===== src/rtl/bcht_params.svh =====
// Offsets, field positions and reset values of the configuration header tail
`ifndef BCHT_PARAMS_SVH
`define BCHT_PARAMS_SVH

`define BCHT_OFS_UPPER_BASE   12'h024
`define BCHT_OFS_RSVD_A       12'h028
`define BCHT_OFS_SUBSYS_ID    12'h02C
`define BCHT_OFS_RSVD_B       12'h030
`define BCHT_OFS_CAP_PTR      12'h034
`define BCHT_OFS_OPTION_ROM   12'h038
`define BCHT_OFS_IRQ_MISC     12'h03C
`define BCHT_OFS_UPPER_SETUP  12'h018

`define BCHT_UPPER_BASE_RST   32'h00000000
`define BCHT_CAP_PTR_VAL      8'h80
`define BCHT_IRQ_LINE_RST     8'h00
`define BCHT_IRQ_PIN_REVERSE  8'h01
`define BCHT_IRQ_PIN_FORWARD  8'h00
`define BCHT_MIN_GNT_RST      8'h00
`define BCHT_MAX_LAT_RST      8'h00
`define BCHT_SETUP_EN_BIT     31
`define BCHT_SUBSYS_VID_DFLT  16'hA5C3
`define BCHT_SUBSYS_DID_DFLT  16'h3C5A

`endif


===== src/rtl/bcht_pkg.sv =====
// Types shared by the configuration header tail
package bcht_pkg;
   typedef struct packed {
      logic        psel;
      logic        penable;
      logic        pwrite;
      logic [11:0] paddr;
      logic [31:0] pwdata;
      logic [3:0]  pstrb;
   } bcht_apb_req_t;

   typedef struct packed {
      logic [31:0] prdata;
      logic        pready;
      logic        pslverr;
   } bcht_apb_rsp_t;

   typedef enum logic [1:0] {
      BCHT_IDLE   = 2'b01,
      BCHT_ACCESS = 2'b10
   } bcht_state_t;
endpackage


===== src/rtl/bcht_top.sv =====
// Configuration header tail register bank, offsets 24h to 3Ch, over APB
`timescale 1ns/100ps
`include "bcht_params.svh"

module bcht_top #(
   parameter logic [15:0] SUBSYS_VID = `BCHT_SUBSYS_VID_DFLT,  // Arbitrary value
   parameter logic [15:0] SUBSYS_DID = `BCHT_SUBSYS_DID_DFLT   // Arbitrary value
) (
   input  wire logic                   pclk,
   input  wire logic                   presetn,
   input  wire logic                   clk_en,
   input  wire bcht_pkg::bcht_apb_req_t apb_req,
   output      bcht_pkg::bcht_apb_rsp_t apb_rsp,
   input  wire logic [31:0]            upper_setup,
   input  wire logic                   reverse_mode,
   output      logic [31:0]            upper_base,
   output      logic                   upper_base_en
);
   import bcht_pkg::*;

   // ***************************************
   // Storage
   // ***************************************
   logic [31:0] upper_base_ff;
   logic [7:0]  irq_line_ff;
   logic [7:0]  irq_pin_ff;
   logic        rst_seen_ff;
   logic [31:0] prdata_ff;
   logic        pready_ff;
   logic        upper_en_ff;
   logic [31:0] out_base_ff;
   bcht_state_t state_ff;
   bcht_state_t nxt_state;
   logic [31:0] nxt_rdata;
   logic [31:0] nxt_upper_base;
   logic [31:0] wmask;
   logic [31:0] bytemask;
   logic        setup_pulse;
   logic        wr_hit;
   logic        pslverr_ff;

   // ***************************************
   // Bus handshake
   // ***************************************
   assign setup_pulse = apb_req.psel && !apb_req.penable;
   assign wr_hit      = (state_ff == BCHT_ACCESS) && apb_req.psel && apb_req.penable && apb_req.pwrite;

   always_comb begin
      nxt_state = state_ff;
      case (state_ff)
         BCHT_IDLE: begin
            if (setup_pulse) begin
               nxt_state = BCHT_ACCESS;
            end
         end
         BCHT_ACCESS: begin
            nxt_state = BCHT_IDLE;
         end
         default: begin
            nxt_state = BCHT_IDLE;
         end
      endcase
   end

   always_ff @(posedge pclk or negedge presetn) begin
      if (!presetn) begin
         state_ff  <= BCHT_IDLE;
         pready_ff <= 1'b0;
      end else if (clk_en) begin
         state_ff  <= nxt_state;
         pready_ff <= (state_ff == BCHT_IDLE) && setup_pulse;
      end
   end

   // ***************************************
   // Upper base write path
   // ***************************************
   generate
      for (genvar b = 0; b < 4; b++) begin : g_lane
         assign bytemask[b*8 +: 8] = {8{apb_req.pstrb[b]}};
      end
   endgenerate

   assign wmask = upper_setup & bytemask;

   always_comb begin
      nxt_upper_base = upper_base_ff;
      if (wr_hit && pready_ff && apb_req.paddr == `BCHT_OFS_UPPER_BASE) begin
         nxt_upper_base = (apb_req.pwdata & wmask) | (upper_base_ff & ~wmask);
      end
   end

   always_ff @(posedge pclk or negedge presetn) begin
      if (!presetn) begin
         upper_base_ff <= `BCHT_UPPER_BASE_RST;
      end else if (clk_en) begin
         upper_base_ff <= nxt_upper_base;
      end
   end

   always_ff @(posedge pclk or negedge presetn) begin
      if (!presetn) begin
         upper_en_ff <= 1'b0;
         out_base_ff <= `BCHT_UPPER_BASE_RST;
      end else if (clk_en) begin
         upper_en_ff <= upper_setup[`BCHT_SETUP_EN_BIT];
         out_base_ff <= upper_setup[`BCHT_SETUP_EN_BIT] ? nxt_upper_base : 32'h00000000;
      end
   end

   assign upper_base    = out_base_ff;
   assign upper_base_en = upper_en_ff;

   // ***************************************
   // Interrupt line and pin bytes
   // ***************************************
   always_ff @(posedge pclk or negedge presetn) begin
      if (!presetn) begin
         irq_line_ff <= `BCHT_IRQ_LINE_RST;
      end else if (clk_en) begin
         if (wr_hit && pready_ff && apb_req.paddr == `BCHT_OFS_IRQ_MISC && apb_req.pstrb[0]) begin
            irq_line_ff <= apb_req.pwdata[7:0];
         end
      end
   end

   // Pin byte follows the mode strap caught after reset release
   always_ff @(posedge pclk or negedge presetn) begin
      if (!presetn) begin
         irq_pin_ff  <= `BCHT_IRQ_PIN_FORWARD;
         rst_seen_ff <= 1'b0;
      end else if (clk_en) begin
         if (!rst_seen_ff) begin
            irq_pin_ff  <= reverse_mode ? `BCHT_IRQ_PIN_REVERSE : `BCHT_IRQ_PIN_FORWARD;
            rst_seen_ff <= 1'b1;
         end
      end
   end

   // ***************************************
   // Read path
   // ***************************************
   always_comb begin
      nxt_rdata = 32'h00000000;
      case (apb_req.paddr)
         `BCHT_OFS_UPPER_BASE: nxt_rdata = upper_base_ff;
         `BCHT_OFS_SUBSYS_ID:  nxt_rdata = {SUBSYS_DID, SUBSYS_VID};
         `BCHT_OFS_CAP_PTR:    nxt_rdata = {24'h000000, `BCHT_CAP_PTR_VAL};
         `BCHT_OFS_OPTION_ROM: nxt_rdata = 32'h00000000;
         `BCHT_OFS_IRQ_MISC:   nxt_rdata = {`BCHT_MAX_LAT_RST, `BCHT_MIN_GNT_RST, irq_pin_ff, irq_line_ff};
         default:              nxt_rdata = 32'h00000000;
      endcase
   end

   always_ff @(posedge pclk or negedge presetn) begin
      if (!presetn) begin
         prdata_ff <= 32'h00000000;
      end else if (clk_en) begin
         if ((state_ff == BCHT_IDLE) && setup_pulse && !apb_req.pwrite) begin
            prdata_ff <= nxt_rdata;
         end else begin
            prdata_ff <= 32'h00000000;
         end
      end
   end

   // Unmapped or locked accesses never raise an error
   always_ff @(posedge pclk or negedge presetn) begin
      if (!presetn) begin
         pslverr_ff <= 1'b0;
      end else if (clk_en) begin
         pslverr_ff <= 1'b0;
      end
   end

   assign apb_rsp.prdata  = prdata_ff;
   assign apb_rsp.pready  = pready_ff;
   assign apb_rsp.pslverr = pslverr_ff;

   // ***************************************
   // Checks
   // ***************************************
   masked_write_a : assert property (@(posedge pclk) disable iff (!presetn)
      clk_en && wr_hit && pready_ff && apb_req.paddr == `BCHT_OFS_UPPER_BASE |=>
      ((upper_base_ff ^ $past(upper_base_ff)) & ~$past(wmask)) == 32'h00000000)
      else $error("upper base changed a locked bit");
   base_disable_a : assert property (@(posedge pclk) disable iff (!presetn)
      clk_en && !upper_setup[`BCHT_SETUP_EN_BIT] |=> upper_base == 32'h00000000 && !upper_base_en)
      else $error("disabled upper base seen");
   base_reset_a : assert property (@(posedge pclk) disable iff (!presetn)
      $rose(rst_seen_ff) |-> upper_base_ff == 32'h00000000 || $past(wr_hit))
      else $error("upper base not zero after reset");
   cap_read_a : assert property (@(posedge pclk) disable iff (!presetn)
      clk_en && state_ff == BCHT_IDLE && setup_pulse && !apb_req.pwrite && apb_req.paddr == `BCHT_OFS_CAP_PTR
      |=> apb_rsp.prdata == 32'h00000080 && apb_rsp.pready)
      else $error("capability pointer wrong");
   rom_read_a : assert property (@(posedge pclk) disable iff (!presetn)
      clk_en && state_ff == BCHT_IDLE && setup_pulse && apb_req.paddr == `BCHT_OFS_OPTION_ROM
      |=> apb_rsp.prdata == 32'h00000000)
      else $error("option ROM base not zero");
   rsvd_read_a : assert property (@(posedge pclk) disable iff (!presetn)
      clk_en && setup_pulse && (apb_req.paddr == `BCHT_OFS_RSVD_A || apb_req.paddr == `BCHT_OFS_RSVD_B)
      |=> apb_rsp.prdata == 32'h00000000)
      else $error("reserved slot not zero");
   subsys_read_a : assert property (@(posedge pclk) disable iff (!presetn)
      clk_en && state_ff == BCHT_IDLE && setup_pulse && !apb_req.pwrite && apb_req.paddr == `BCHT_OFS_SUBSYS_ID
      |=> apb_rsp.prdata == {SUBSYS_DID, SUBSYS_VID})
      else $error("subsystem identification wrong");
   pin_mode_a : assert property (@(posedge pclk) disable iff (!presetn)
      rst_seen_ff |-> irq_pin_ff == `BCHT_IRQ_PIN_REVERSE || irq_pin_ff == `BCHT_IRQ_PIN_FORWARD)
      else $error("interrupt pin byte invalid");
   line_write_a : assert property (@(posedge pclk) disable iff (!presetn)
      clk_en && wr_hit && pready_ff && apb_req.paddr == `BCHT_OFS_IRQ_MISC && apb_req.pstrb[0]
      |=> irq_line_ff == $past(apb_req.pwdata[7:0]))
      else $error("interrupt line not stored");
   hint_zero_a : assert property (@(posedge pclk) disable iff (!presetn)
      clk_en && setup_pulse && state_ff == BCHT_IDLE && apb_req.paddr == `BCHT_OFS_IRQ_MISC
      |=> apb_rsp.prdata[31:16] == 16'h0000)
      else $error("grant or latency hint not zero");

   // ***************************************
   // Bus protocol checks
   // ***************************************
   ready_pulse_a : assert property (@(posedge pclk) disable iff (!presetn)
      clk_en && pready_ff |=> !apb_rsp.pready)
      else $error("pready held longer than one cycle");

   ready_answer_a : assert property (@(posedge pclk) disable iff (!presetn)
      clk_en && state_ff == BCHT_IDLE && setup_pulse |=> apb_rsp.pready)
      else $error("setup phase not answered");

   rdata_quiet_a : assert property (@(posedge pclk) disable iff (!presetn)
      !apb_rsp.pready |-> apb_rsp.prdata == 32'h00000000)
      else $error("read data outside access cycle");

   slverr_zero_a : assert property (@(posedge pclk) disable iff (!presetn)
      apb_rsp.pready |-> !apb_rsp.pslverr)
      else $error("error response raised");

   write_no_data_a : assert property (@(posedge pclk) disable iff (!presetn)
      clk_en && state_ff == BCHT_IDLE && setup_pulse && apb_req.pwrite
      |=> apb_rsp.prdata == 32'h00000000)
      else $error("write returned read data");

   state_onehot_a : assert property (@(posedge pclk) disable iff (!presetn)
      $onehot(state_ff))
      else $error("handshake state not one-hot");

   freeze_a : assert property (@(posedge pclk) disable iff (!presetn)
      !clk_en |=> $stable(upper_base_ff) && $stable(irq_line_ff) && $stable(upper_base)
      && $stable(upper_base_en) && $stable(apb_rsp.pready))
      else $error("state moved while clock enable low");

   // ***************************************
   // Register checks
   // ***************************************
   en_follow_a : assert property (@(posedge pclk) disable iff (!presetn)
      clk_en |=> upper_base_en == $past(upper_setup[`BCHT_SETUP_EN_BIT]))
      else $error("window enable does not follow setup");

   base_follow_a : assert property (@(posedge pclk) disable iff (!presetn)
      clk_en && upper_setup[`BCHT_SETUP_EN_BIT] |=> upper_base == upper_base_ff)
      else $error("enabled window base differs from stored base");

   other_write_a : assert property (@(posedge pclk) disable iff (!presetn)
      clk_en && !(wr_hit && apb_req.paddr == `BCHT_OFS_UPPER_BASE) |=> $stable(upper_base_ff))
      else $error("upper base changed without its write");

   base_read_a : assert property (@(posedge pclk) disable iff (!presetn)
      clk_en && state_ff == BCHT_IDLE && setup_pulse && !apb_req.pwrite && apb_req.paddr == `BCHT_OFS_UPPER_BASE
      |=> apb_rsp.prdata == $past(upper_base_ff))
      else $error("upper base readback wrong");

   line_hold_a : assert property (@(posedge pclk) disable iff (!presetn)
      clk_en && !(wr_hit && apb_req.paddr == `BCHT_OFS_IRQ_MISC && apb_req.pstrb[0])
      |=> $stable(irq_line_ff))
      else $error("interrupt line changed without its write");

   line_read_a : assert property (@(posedge pclk) disable iff (!presetn)
      clk_en && state_ff == BCHT_IDLE && setup_pulse && !apb_req.pwrite && apb_req.paddr == `BCHT_OFS_IRQ_MISC
      |=> apb_rsp.prdata[15:0] == {$past(irq_pin_ff), $past(irq_line_ff)})
      else $error("interrupt line or pin readback wrong");

   pin_latch_a : assert property (@(posedge pclk) disable iff (!presetn)
      clk_en && !rst_seen_ff
      |=> irq_pin_ff == ($past(reverse_mode) ? `BCHT_IRQ_PIN_REVERSE : `BCHT_IRQ_PIN_FORWARD))
      else $error("interrupt pin byte not taken from mode");

   pin_hold_a : assert property (@(posedge pclk) disable iff (!presetn)
      rst_seen_ff |=> $stable(irq_pin_ff))
      else $error("interrupt pin byte changed after reset");

   mode_seen_a : assert property (@(posedge pclk) disable iff (!presetn)
      clk_en |=> rst_seen_ff)
      else $error("mode strap not taken");

   // ***************************************
   // Per bit lock checks
   // ***************************************
   generate
      for (genvar i = 0; i < 32; i++) begin : g_bit_lock
         bit_lock_a : assert property (@(posedge pclk) disable iff (!presetn)
            clk_en && !upper_setup[i] |=> $stable(upper_base_ff[i]))
            else $error("locked upper base bit changed");
      end
   endgenerate
endmodule


===== config.mk =====
export PLATFORM = sky130hd
export DESIGN_NAME = bcht_top
export DESIGN_NICKNAME = d
export VERILOG_FILES = /design/src/rtl/bcht_pkg.sv /design/src/rtl/bcht_top.sv
export VERILOG_INCLUDE_DIRS = /design/src /design/src/rtl
export SDC_FILE = /design/constraint.sdc
export NUM_CORES = 1
export LEC_CHECK = 0
export BUFFER_PORTS_ARGS = -buffer_cell sky130_fd_sc_hd__buf_4
export CAP_MARGIN = 5
export CORE_ASPECT_RATIO = 1.2
export CORE_MARGIN = 2
export CORE_UTILIZATION = 54
export CTS_BUF_LIST = sky130_fd_sc_hd__clkbuf_4
export CTS_CLUSTER_SIZE = 12
export DETAILED_ROUTE_END_ITERATION = 8
export GPL_ROUTABILITY_DRIVEN = 0
export PLACE_DENSITY = 0.88
export SETUP_SLACK_MARGIN = 0.2
export SLEW_MARGIN = 20
export SYNTH_ARGS = -nofsm -noshare
export SYNTH_HDL_FRONTEND = slang
export SYNTH_SLANG_ARGS = --single-unit

===== constraint.sdc =====
create_clock -name pclk -period 2.4 [get_ports pclk]
set_clock_uncertainty 0.2 [all_clocks]
set_input_delay 0.12 -clock pclk [delete_from_list [all_inputs] [get_ports pclk]]
set_output_delay 0.12 -clock pclk [all_outputs]
set_load 0.005 [all_outputs]

==> flow_summary.json, run 1 <==
{
  "syn_nets": 613,
  "die_y_um": 115,
  "power_density_nw_per_um2": 411,
  "crit_slowest_cell": "or3_4",
  "postLayoutCellArea_um2": 7820,
  "drt-initial-drc-count": 587,
  "place_inst": 762,
  "status": "finished, final reports clean",
  "synth_top_family_by_area": "simple AND/OR/NAND/NOR gates",
  "synthSimpleGateAreaFrac": 0.194,
  "synth_cell_types": 40,
  "track_usage": 0.355,
  "cts_max_path_buffers": 2,
  "synthArstFlopShare": 1.00,
  "synthToLayoutAreaGrowth_pct": 42.4,
  "period_minus_slack_ns": 2.20,
  "num_io_pins": 154,
  "post-dp-hpwl_um": 11100,
  "grt_start_max_net_pins": 60,
  "grt_pass1_vias": 5906,
  "ant_nets": 0,
  "synthFlopType": "dfrtp_1",
  "cp-start-kind": "register",
  "io_buffers": 152,
  "crit_fanout": 31,
  "numCtsBuffers": 9,
  "floorplan.initialDensity": 0.552,
  "max_freq_mhz": 454,
  "wl_um": 19200,
  "drc": 0,
  "slew_violations": 0,
  "worst_pin_slew_ns": 0.917,
  "dpl_cell_area_um2": 6740,
  "nNetsFinal": 820,
  "fin_ws_ns": 0.198,
  "ys_ff_latch": 110,
  "leakage_nw": 3.84,
  "instances_no_fill": 865,
  "setup_viol": 0,
  "setup_tns_ns": 0,
  "htreeDepth": 3,
  "crit_buf_inv": 1,
  "core_area_um2": 9960,
  "cts.clk_slew.worst_paths_ns": 0.16,
  "rsz0062_at_grt": "false",
  "overflow": 0,
  "finalHoldViolations": 0,
  "syn_area_per_cell_um2": 10.4,
  "crit_family": "simple AND/OR/NAND/NOR gates",
  "cp.arrival_ns": 2.43,
  "final.fill_count": 600,
  "grt_pass1_wl_um": 30100,
  "critical-path-max-stage-delay_ns": 0.44,
  "ys_warn_count": 0,
  "min_period_over_period": 0.918,
  "crit_type": "register to register",
  "cts-root-buf": "clkbuf_4",
  "end_kind": "register",
  "ir_drop_mv": 0.424,
  "synth_mux_area_frac": 0.0838,
  "clk_latency_ns": 0.48,
  "synth-compound-area-share": 0.172,
  "num_vias": 5834,
  "antenna_found_initial": 1,
  "synth_edf_count": 0,
  "holdWs_ns": 0.0519,
  "synth_cells": 526,
  "die_x_um": 96.1,
  "synth-xor-area-share": 0,
  "viasPerCell": 6.74,
  "worstHoldPathType": "input pin to register",
  "synthAdderAreaFrac": 0,
  "slew_headroom": 0.388,
  "drive_gt1_frac": 0.341,
  "synth_area_um2": 5500,
  "dp_slack_ns": 0.0382,
  "die_area_um2": 11000,
  "crit_chain": "nand4b_1 -> or3_4 -> buf_6 -> nor4_1 -> a211o_1",
  "wl_per_cell_um": 22.2,
  "cts_sinks": 110,
  "cts_tree": "yes",
  "placementRows": 40,
  "synth_seq_area_share": 0.501,
  "firstDrtPassIters": 5,
  "maxCapViolations": 0,
  "worst-endpoint-required_ns": 2.63
}
worst min-delay path, stage by stage:
cell      delay, ns
buf_4          0.09
nand4b_1       0.19
nor3_4         0.08
mux2_2         0.22
placed cells by master, fill, tap and decap left out, types with 20 or more instances in the layout:
cell type      instances
nor4_1                20
nand2_1               45
mux2_2                39
dlygate4sd3_1         83
a211o_1               31
a41oi_1               31
buf_4                171
dfrtp_1              109
nand3_1               63
nand4_1               33
power by group:
group	internal (mW)	total (mW)	leakage, nW	switching [mW]
clock network	0.270	0.864	0.0699	0.594
registers	1.86	1.87	1.52	0.00703
logic	0.230	0.483	2.25	0.253
state kept, by name, summed over array words and instances, names as in the netlist:
| register | cells |
|---|---|
| irq_line_ff | 8 |
| rst_seen_ff | 1 |
| upper_base_ff | 32 |
| upper_base | 32 |
| upper_base_en | 1 |
| prdata_ff | 32 |
| irq_pin_ff | 1 |
| pready_ff | 1 |
| state_ff | 2 |
worst paths after layout:
check                                        start                      endpoint  slack [ns]  cells after the start
setup reg to reg           state_ff[0]$_DFFE_PN1P_     upper_base[5]$_DFFE_PN0P_        0.20                      5
setup / recovery           state_ff[0]$_DFFE_PN1P_     upper_base[5]$_DFFE_PN0P_        0.20                      5
max in group asynchronous                  presetn  upper_base_ff[6]$_DFFE_PN0P_        1.10                      4
hold / removal                         apb_req[42]    irq_line_ff[0]$_DFFE_PN0P_        0.05                      4
min in group asynchronous                  presetn       state_ff[0]$_DFFE_PN1P_        0.52                      3
hold reg to reg            rst_seen_ff$_DFFE_PN0P_       rst_seen_ff$_DFFE_PN0P_        0.31                      1
repair_timing:
item | CTS | global route
pin swaps | 0 | 2
setup endpoints to repair | 2 | 40
buffers inserted | 0 | 2
hold buffers | 84 | 0
endpoints found under the hold margin | 192 | 0
gates resized for setup | 2 | 12
routing by layer:
| layer | GRT usage | share of wire | wire length, µm |
|---|---|---|---|
| met1 | 0.446 | 0.36 | 6950 |
| met2 | 0.587 | 0.51 | 9780 |
| met3 | 0.0678 | 0.096 | 1850 |
| met4 | 0.169 | 0.032 | 609 |
| met5 | 0 | 0 | 0 |
per-stage QoR:
stage / total power [mW] / util
global placement: 2.24 / 0.677
global route: 3.31 / 0.785
floorplan: 2.03 / -
CTS: 3.18 / 0.775
finish: 3.22 / 0.786
detailed placement: 2.25 / 0.677
cell families (layout without fill, tap and decap cells):
logic type | count (synthesis) | in the layout
buf+inv | 67 | 279
other cells | 1 | 2
simple gates | 196 | 196
mux | 41 | 41
flops | 110 | 110
compound gates | 111 | 111
final cells by class:
cell class                 count  area, µm²  area share
inverter                       5       20.0     0.00256
timing repair buffer         258       2190       0.279
clock inverter                 2       8.76     0.00112
clock buffer                  14        105      0.0134
antenna                        1       2.50    0.000320
sequential                   110       2750       0.352
multi-input combinational    349       2590       0.331
tap                          126        158      0.0202
Yosys cell counts, types with 2 or more instances:
cell,instances,share of area
o2bb2ai_1,10,0.016
clkbuf_1,48,0.033
mux2_2,39,0.080
o21ai_0,8,0.0073
a211o_1,31,0.049
and2_1,2,0.0023
nand3_1,63,0.057
a221o_1,11,0.020
nand4b_1,2,0.0032
nand3b_1,2,0.0027
a41oi_1,31,0.049
a22o_1,12,0.019
buf_4,2,0.0027
nand2_1,45,0.031
a22oi_1,4,0.0055
nor4b_1,2,0.0032
buf_2,6,0.0055
nand4_1,33,0.038
dfrtp_1,109,0.50
buf_1,6,0.0041
nor2_1,3,0.0020
nor4_1,32,0.036
inv_1,5,0.0034
and3_1,4,0.0046
No activity file was read; power rests on OpenSTA's default activity.
==> inputs of run 2 (changes only) <==
--- a/config.mk
+++ b/config.mk
@@ -6,12 +6,13 @@
 export SDC_FILE = /design/constraint.sdc
 export NUM_CORES = 1
 export LEC_CHECK = 0
+export ABC_CLOCK_PERIOD_IN_PS = 2400
 export BUFFER_PORTS_ARGS = -buffer_cell sky130_fd_sc_hd__buf_4
 export CAP_MARGIN = 5
 export CORE_ASPECT_RATIO = 1.2
 export CORE_MARGIN = 2
 export CORE_UTILIZATION = 54
-export CTS_BUF_LIST = sky130_fd_sc_hd__clkbuf_4
+export CTS_BUF_LIST = sky130_fd_sc_hd__clkbuf_8
 export CTS_CLUSTER_SIZE = 12
 export DETAILED_ROUTE_END_ITERATION = 8
 export GPL_ROUTABILITY_DRIVEN = 0
==> run 2 against run 1 <==
Against the previous run:
- combinational power fell by 4.8%
- flip-flop and latch count did not move
- setup slack improved by 0.044 ns
- power rose by 3.5%
- sequential power barely moved
- sequential share of layout area rose by 0.50 points
- design area fell by 1.4%
- first-iteration DRC count fell by 9.0%
- die area did not move
- final cell count fell by 1.4%
- wire length fell by 3.2%
- register-to-register slack improved by 0.04 ns
- critical endpoint is now irq_line_ff[4]$_DFFE_PN0P_
- largest cell class unchanged
==> flow_summary.json, run 2 (synthesis results as in run 1) <==
{
  "status": "finished, final reports clean",
  "io_buffers": 152,
  "holdWs_ns": 0.0174,
  "slew_violations": 0,
  "switching_share": 0.260,
  "instances_no_fill": 853,
  "antenna_found_initial": 0,
  "antenna_cells": 0,
  "cts_max_path_buffers": 2,
  "p_int_mw": 2.46,
  "floorplan.initialDensity": 0.552,
  "worst-endpoint-required_ns": 2.47,
  "core_area_um2": 9960,
  "final_common_cell": "buf_4",
  "cp-start-kind": "register",
  "cts_sinks": 110,
  "placementRows": 40,
  "cp.arrival_ns": 2.22,
  "maxCapViolations": 0,
  "numCtsBuffers": 9,
  "firstDrtPassIters": 6,
  "worstHoldPathType": "input pin to register",
  "end_kind": "register",
  "clkPwrFrac": 0.301,
  "drc": 0,
  "viasPerCell": 6.67,
  "post-dp-hpwl_um": 11100,
  "clk_latency_ns": 0.38,
  "track_usage": 0.346,
  "period_minus_slack_ns": 2.16,
  "cts.clk_slew.worst_paths_ns": 0.10,
  "grt_pass1_wl_um": 29300,
  "die_area_um2": 11000,
  "p_sw_uw": 864,
  "seqPwrFrac": 0.561,
  "num_vias": 5688,
  "max_freq_mhz": 463,
  "finalHoldViolations": 0,
  "crit_fanout": 7,
  "synthToLayoutAreaGrowth_pct": 40.4,
  "setup_viol": 0,
  "layout_common_cells": "170 x buf_4, 109 x dfrtp_1, 73 x dlygate4sd3_1, 63 x nand3_1, 45 x nand2_1",
  "power_density_nw_per_um2": 431,
  "min_period_over_period": 0.899,
  "grt_pass1_vias": 5857,
  "slew_headroom": 0.402,
  "overflow": 0,
  "ir_drop_mv": 0.354,
  "htreeDepth": 3,
  "crit_type": "register to register",
  "combPwrFrac": 0.138,
  "nNetsFinal": 809,
  "setup_tns_ns": 0,
  "cts-root-buf": "clkbuf_8",
  "hold_depth": 5,
  "cts_tree": "yes",
  "place_inst": 762,
  "die_x_um": 96.1,
  "drive_gt1_frac": 0.331,
  "num_io_pins": 154,
  "worst_pin_slew_ns": 0.897,
  "rsz0062_at_grt": "false",
  "die_y_um": 115,
  "wl_um": 18600,
  "ant_nets": 0,
  "rr_worst_depth": 5,
  "p_total_mw": 3.33,
  "drt-initial-drc-count": 534,
  "wl_per_cell_um": 21.8,
  "grt_start_max_net_pins": 60,
  "leakage_nw": 3.83
}
[run 2: what timing repair did]
action                                  CTS  global route
hold buffers                             72             1
buffers inserted                          0             2
resized for setup                         3             6
endpoints found under the setup margin    3            40
pin swaps                                 0             2
cloned                                    0             0
hold endpoints to repair                152             1
[run 2: power by group through the flow]
stage / clock network (mW) / logic, mW / registers (mW)
after detailed placement: 0 / 0.346 / 1.90
after floorplan: 0 / 0.124 / 1.90
after CTS: 0.996 / 0.443 / 1.87
after global routing: 1.07 / 0.495 / 1.87
after global placement: 0 / 0.335 / 1.90
final: 1.00 / 0.460 / 1.87
[run 2: path summary, 6_finish.rpt]
check | from | end | slack [ns]
worst max-delay path | state_ff[0]$_DFFE_PN1P_ | irq_line_ff[4]$_DFFE_PN0P_ | 0.24
worst min-delay path | apb_req[49] | pready_ff$_DFFE_PN0P_ | 0.02
worst max register to register | state_ff[0]$_DFFE_PN1P_ | irq_line_ff[4]$_DFFE_PN0P_ | 0.24
worst min register to register | rst_seen_ff$_DFFE_PN0P_ | rst_seen_ff$_DFFE_PN0P_ | 0.29
max in group asynchronous | presetn | upper_base_ff[7]$_DFFE_PN0P_ | 1.19
min in group asynchronous | presetn | upper_base[27]$_DFFE_PN0P_ | 0.04
[run 2: worst max-delay path, cell delays in order, from the launching register on]
cell and delay, ns:
dfstp_2 0.38, nand4b_1 0.30, or3_4 0.44, nor3_4 0.25, buf_12 0.15, mux2_2 0.33
[run 2: cell type report]
cell class / instances / area, µm²
multi-input combinational: 349 / 2550
clock inverter: 6 / 23.8
tap: 126 / 158
sequential: 110 / 2750
clock buffer: 10 / 138
inverter: 5 / 20.0
timing repair buffer: 247 / 2070
fill: 607 / 2240
[run 2: layer usage]
metal	vias to the layer above	wire [µm]	GRT usage
met3	71	1870	0.0586
met1	2754	6560	0.430
met2	428	9350	0.568
met4	0	775	0.189
li1	2435	-	-
met5	-	0	0
[run 2: stage by stage]
step	utilization	cell area, µm²	setup slack (ns)
after global routing	0.775	7710	0.196
after floorplan	-	5500	0.237
after global placement	0.677	6740	0.0963
after detailed placement	0.677	6740	0.0382
after CTS	0.768	7640	0.214
final	0.775	7710	0.242
==> inputs of run 3 (changes only) <==
--- a/config.mk
+++ b/config.mk
@@ -7,16 +7,16 @@
 export NUM_CORES = 1
 export LEC_CHECK = 0
 export ABC_CLOCK_PERIOD_IN_PS = 2400
-export BUFFER_PORTS_ARGS = -buffer_cell sky130_fd_sc_hd__buf_4
 export CAP_MARGIN = 5
 export CORE_ASPECT_RATIO = 1.2
 export CORE_MARGIN = 2
-export CORE_UTILIZATION = 54
+export CORE_UTILIZATION = 58
 export CTS_BUF_LIST = sky130_fd_sc_hd__clkbuf_8
 export CTS_CLUSTER_SIZE = 12
 export DETAILED_ROUTE_END_ITERATION = 8
+export DONT_BUFFER_PORTS = 1
 export GPL_ROUTABILITY_DRIVEN = 0
-export PLACE_DENSITY = 0.88
+export PLACE_DENSITY = 0.8
 export SETUP_SLACK_MARGIN = 0.2
 export SLEW_MARGIN = 20
 export SYNTH_ARGS = -nofsm -noshare
==> run 3 against run 2 <==
Against the previous run:
- register-to-register slack about the same
- first-iteration DRC count up 8.8%
- highest routed layer unchanged
- fmax shrank 0.30%
- sequential share of layout area up 4.8 points
- critical path depth unchanged
- combinational power is 30% lower
- utilization shrank 2.9 points
- setup slack worse by 0.0065 ns
- non-clock buffer count shrank 131
- global-route usage is 0.84 points higher
- the run now ends with hold timing left
- design area is 12% lower
==> flow_summary.json, run 3 (synthesis results as in run 1) <==
{
  "cts.clk_slew.worst_paths_ns": 0.10,
  "htreeDepth": 3,
  "crit_fanout": 24,
  "die_area_um2": 10300,
  "antenna_found_initial": 1,
  "clkPwrFrac": 0.320,
  "num_io_pins": 154,
  "ir_drop_mv": 0.403,
  "drc": 0,
  "viasPerCell": 7.20,
  "post-route-util": 0.746,
  "overflow": 0,
  "holdWs_ns": -0.778,
  "drt-initial-drc-count": 581,
  "crit_type": "register to register",
  "cts_sinks": 110,
  "cts-root-buf": "clkbuf_8",
  "p_total_mw": 3.22,
  "wl_per_cell_um": 25.3,
  "period_minus_slack_ns": 2.16,
  "dp_slack_ns": 0.135,
  "numCtsBuffers": 9,
  "wl_um": 18200,
  "finalHoldViolations": 110,
  "clk_latency_ns": 0.38,
  "dpl_cell_area_um2": 5570,
  "firstDrtPassIters": 6,
  "combPwrFrac": 0.100,
  "grt_start_max_net_pins": 111,
  "worstHoldPathType": "input pin to asynchronous set/reset pin",
  "slew_headroom": 0.490,
  "p_int_mw": 2.43,
  "layout_common_cells": "109 x dfrtp_1, 97 x dlygate4sd3_1, 63 x nand3_1, 45 x nand2_1, 39 x mux2_2",
  "final_common_cell": "dfrtp_1",
  "fin_ws_ns": 0.236,
  "seqPwrFrac": 0.580,
  "switching_share": 0.246,
  "grt_pass1_wl_um": 28500,
  "cp-start-kind": "register",
  "slew_violations": 0,
  "track_usage": 0.354,
  "num_vias": 5160,
  "p_sw_uw": 791,
  "violations": "hold timing",
  "worst_pin_slew_ns": 0.754,
  "post-dp-hpwl_um": 10200,
  "place_inst": 600,
  "io_buffers": 0,
  "synthToLayoutAreaGrowth_pct": 23.9,
  "cts_max_path_buffers": 2,
  "die_x_um": 92.9,
  "worst-endpoint-required_ns": 2.52,
  "ant_nets": 0,
  "rrSetupSlack_ns": 0.24,
  "rsz0062_at_grt": "true",
  "setup_tns_ns": 0,
  "core_area_um2": 9130,
  "leakage_nw": 3.12,
  "min_period_over_period": 0.902,
  "die_y_um": 111,
  "instances_no_fill": 717,
  "end_kind": "register",
  "power_density_nw_per_um2": 473,
  "status": "finished with violations",
  "drive_gt1_frac": 0.139,
  "placementRows": 38,
  "max_freq_mhz": 462,
  "postLayoutCellArea_um2": 6810,
  "cp.arrival_ns": 2.29,
  "setup_viol": 0,
  "cts_tree": "yes",
  "nNetsFinal": 678,
  "postCtsHoldBufs": 99,
  "maxCapViolations": 0,
  "grt_pass1_vias": 5395,
  "floorplan.initialDensity": 0.602
}
run 3: cell types whose count changed in the layout (fill, tap and decap cells not counted), moves of 2 or more:
cell	change
buf_4	-156
nor4_1	+4
buf_16	+2
nor4_2	-4
dlygate4sd3_1	+24
run 3: layer usage:
layer | global-route usage | up-vias | share of wire
met4 | 0.192 | 0 | 0.047
met3 | 0.0750 | 77 | 0.10
met5 | 0 | - | 0
li1 | - | 2175 | -
met2 | 0.589 | 393 | 0.50
met1 | 0.425 | 2515 | 0.36
run 3: path summary, 6_finish.rpt:
kind | start | cells after the start | end
setup / recovery | state_ff[0]$_DFFE_PN1P_ | 5 | upper_base[0]$_DFFE_PN0P_
hold reg to reg | irq_line_ff[6]$_DFFE_PN0P_ | 1 | irq_line_ff[6]$_DFFE_PN0P_
setup reg to reg | state_ff[0]$_DFFE_PN1P_ | 5 | upper_base[0]$_DFFE_PN0P_
max in group asynchronous | presetn | 0 | state_ff[0]$_DFFE_PN1P_
min in group pclk | apb_req[48] | 3 | prdata_ff[31]$_DFFE_PN0P_
hold / removal | presetn | 0 | upper_base[28]$_DFFE_PN0P_
run 3: power groups by stage:
stage,clock [mW],combinational [mW],sequential (mW)
2_1_floorplan,0,0.124,1.90
3_3_place_gp,0,0.0943,1.90
3_5_place_dp,0,0.0977,1.90
4_1_cts,1.04,0.309,1.87
5_1_grt,1.11,0.342,1.87
6_report,1.03,0.322,1.87
run 3: final cells by class:
type                            instances  area, µm²
Antenna cell                            1       2.50
Clock buffer                           11        151
Inverter                                5       18.8
Clock inverter                          5       20.0
Fill cell                             601       2320
Multi-Input combinational cell        349       2530
Sequential cell                       110       2750
Timing Repair Buffer                  116       1180
Tap cell                              120        150
run 3: worst max-delay path, stage by stage (launching register included):
cell      delay [ns]
dfstp_2         0.38
nand4b_1        0.30
or3_4           0.47
buf_4           0.26
nor4_2          0.34
a211o_1         0.15
run 3: repair_timing:
action / CTS / global route
resized for setup: 0 / 4
endpoints found under the hold margin: 197 / 110
setup endpoints to repair: 0 / 34
buffers inserted: 0 / 1
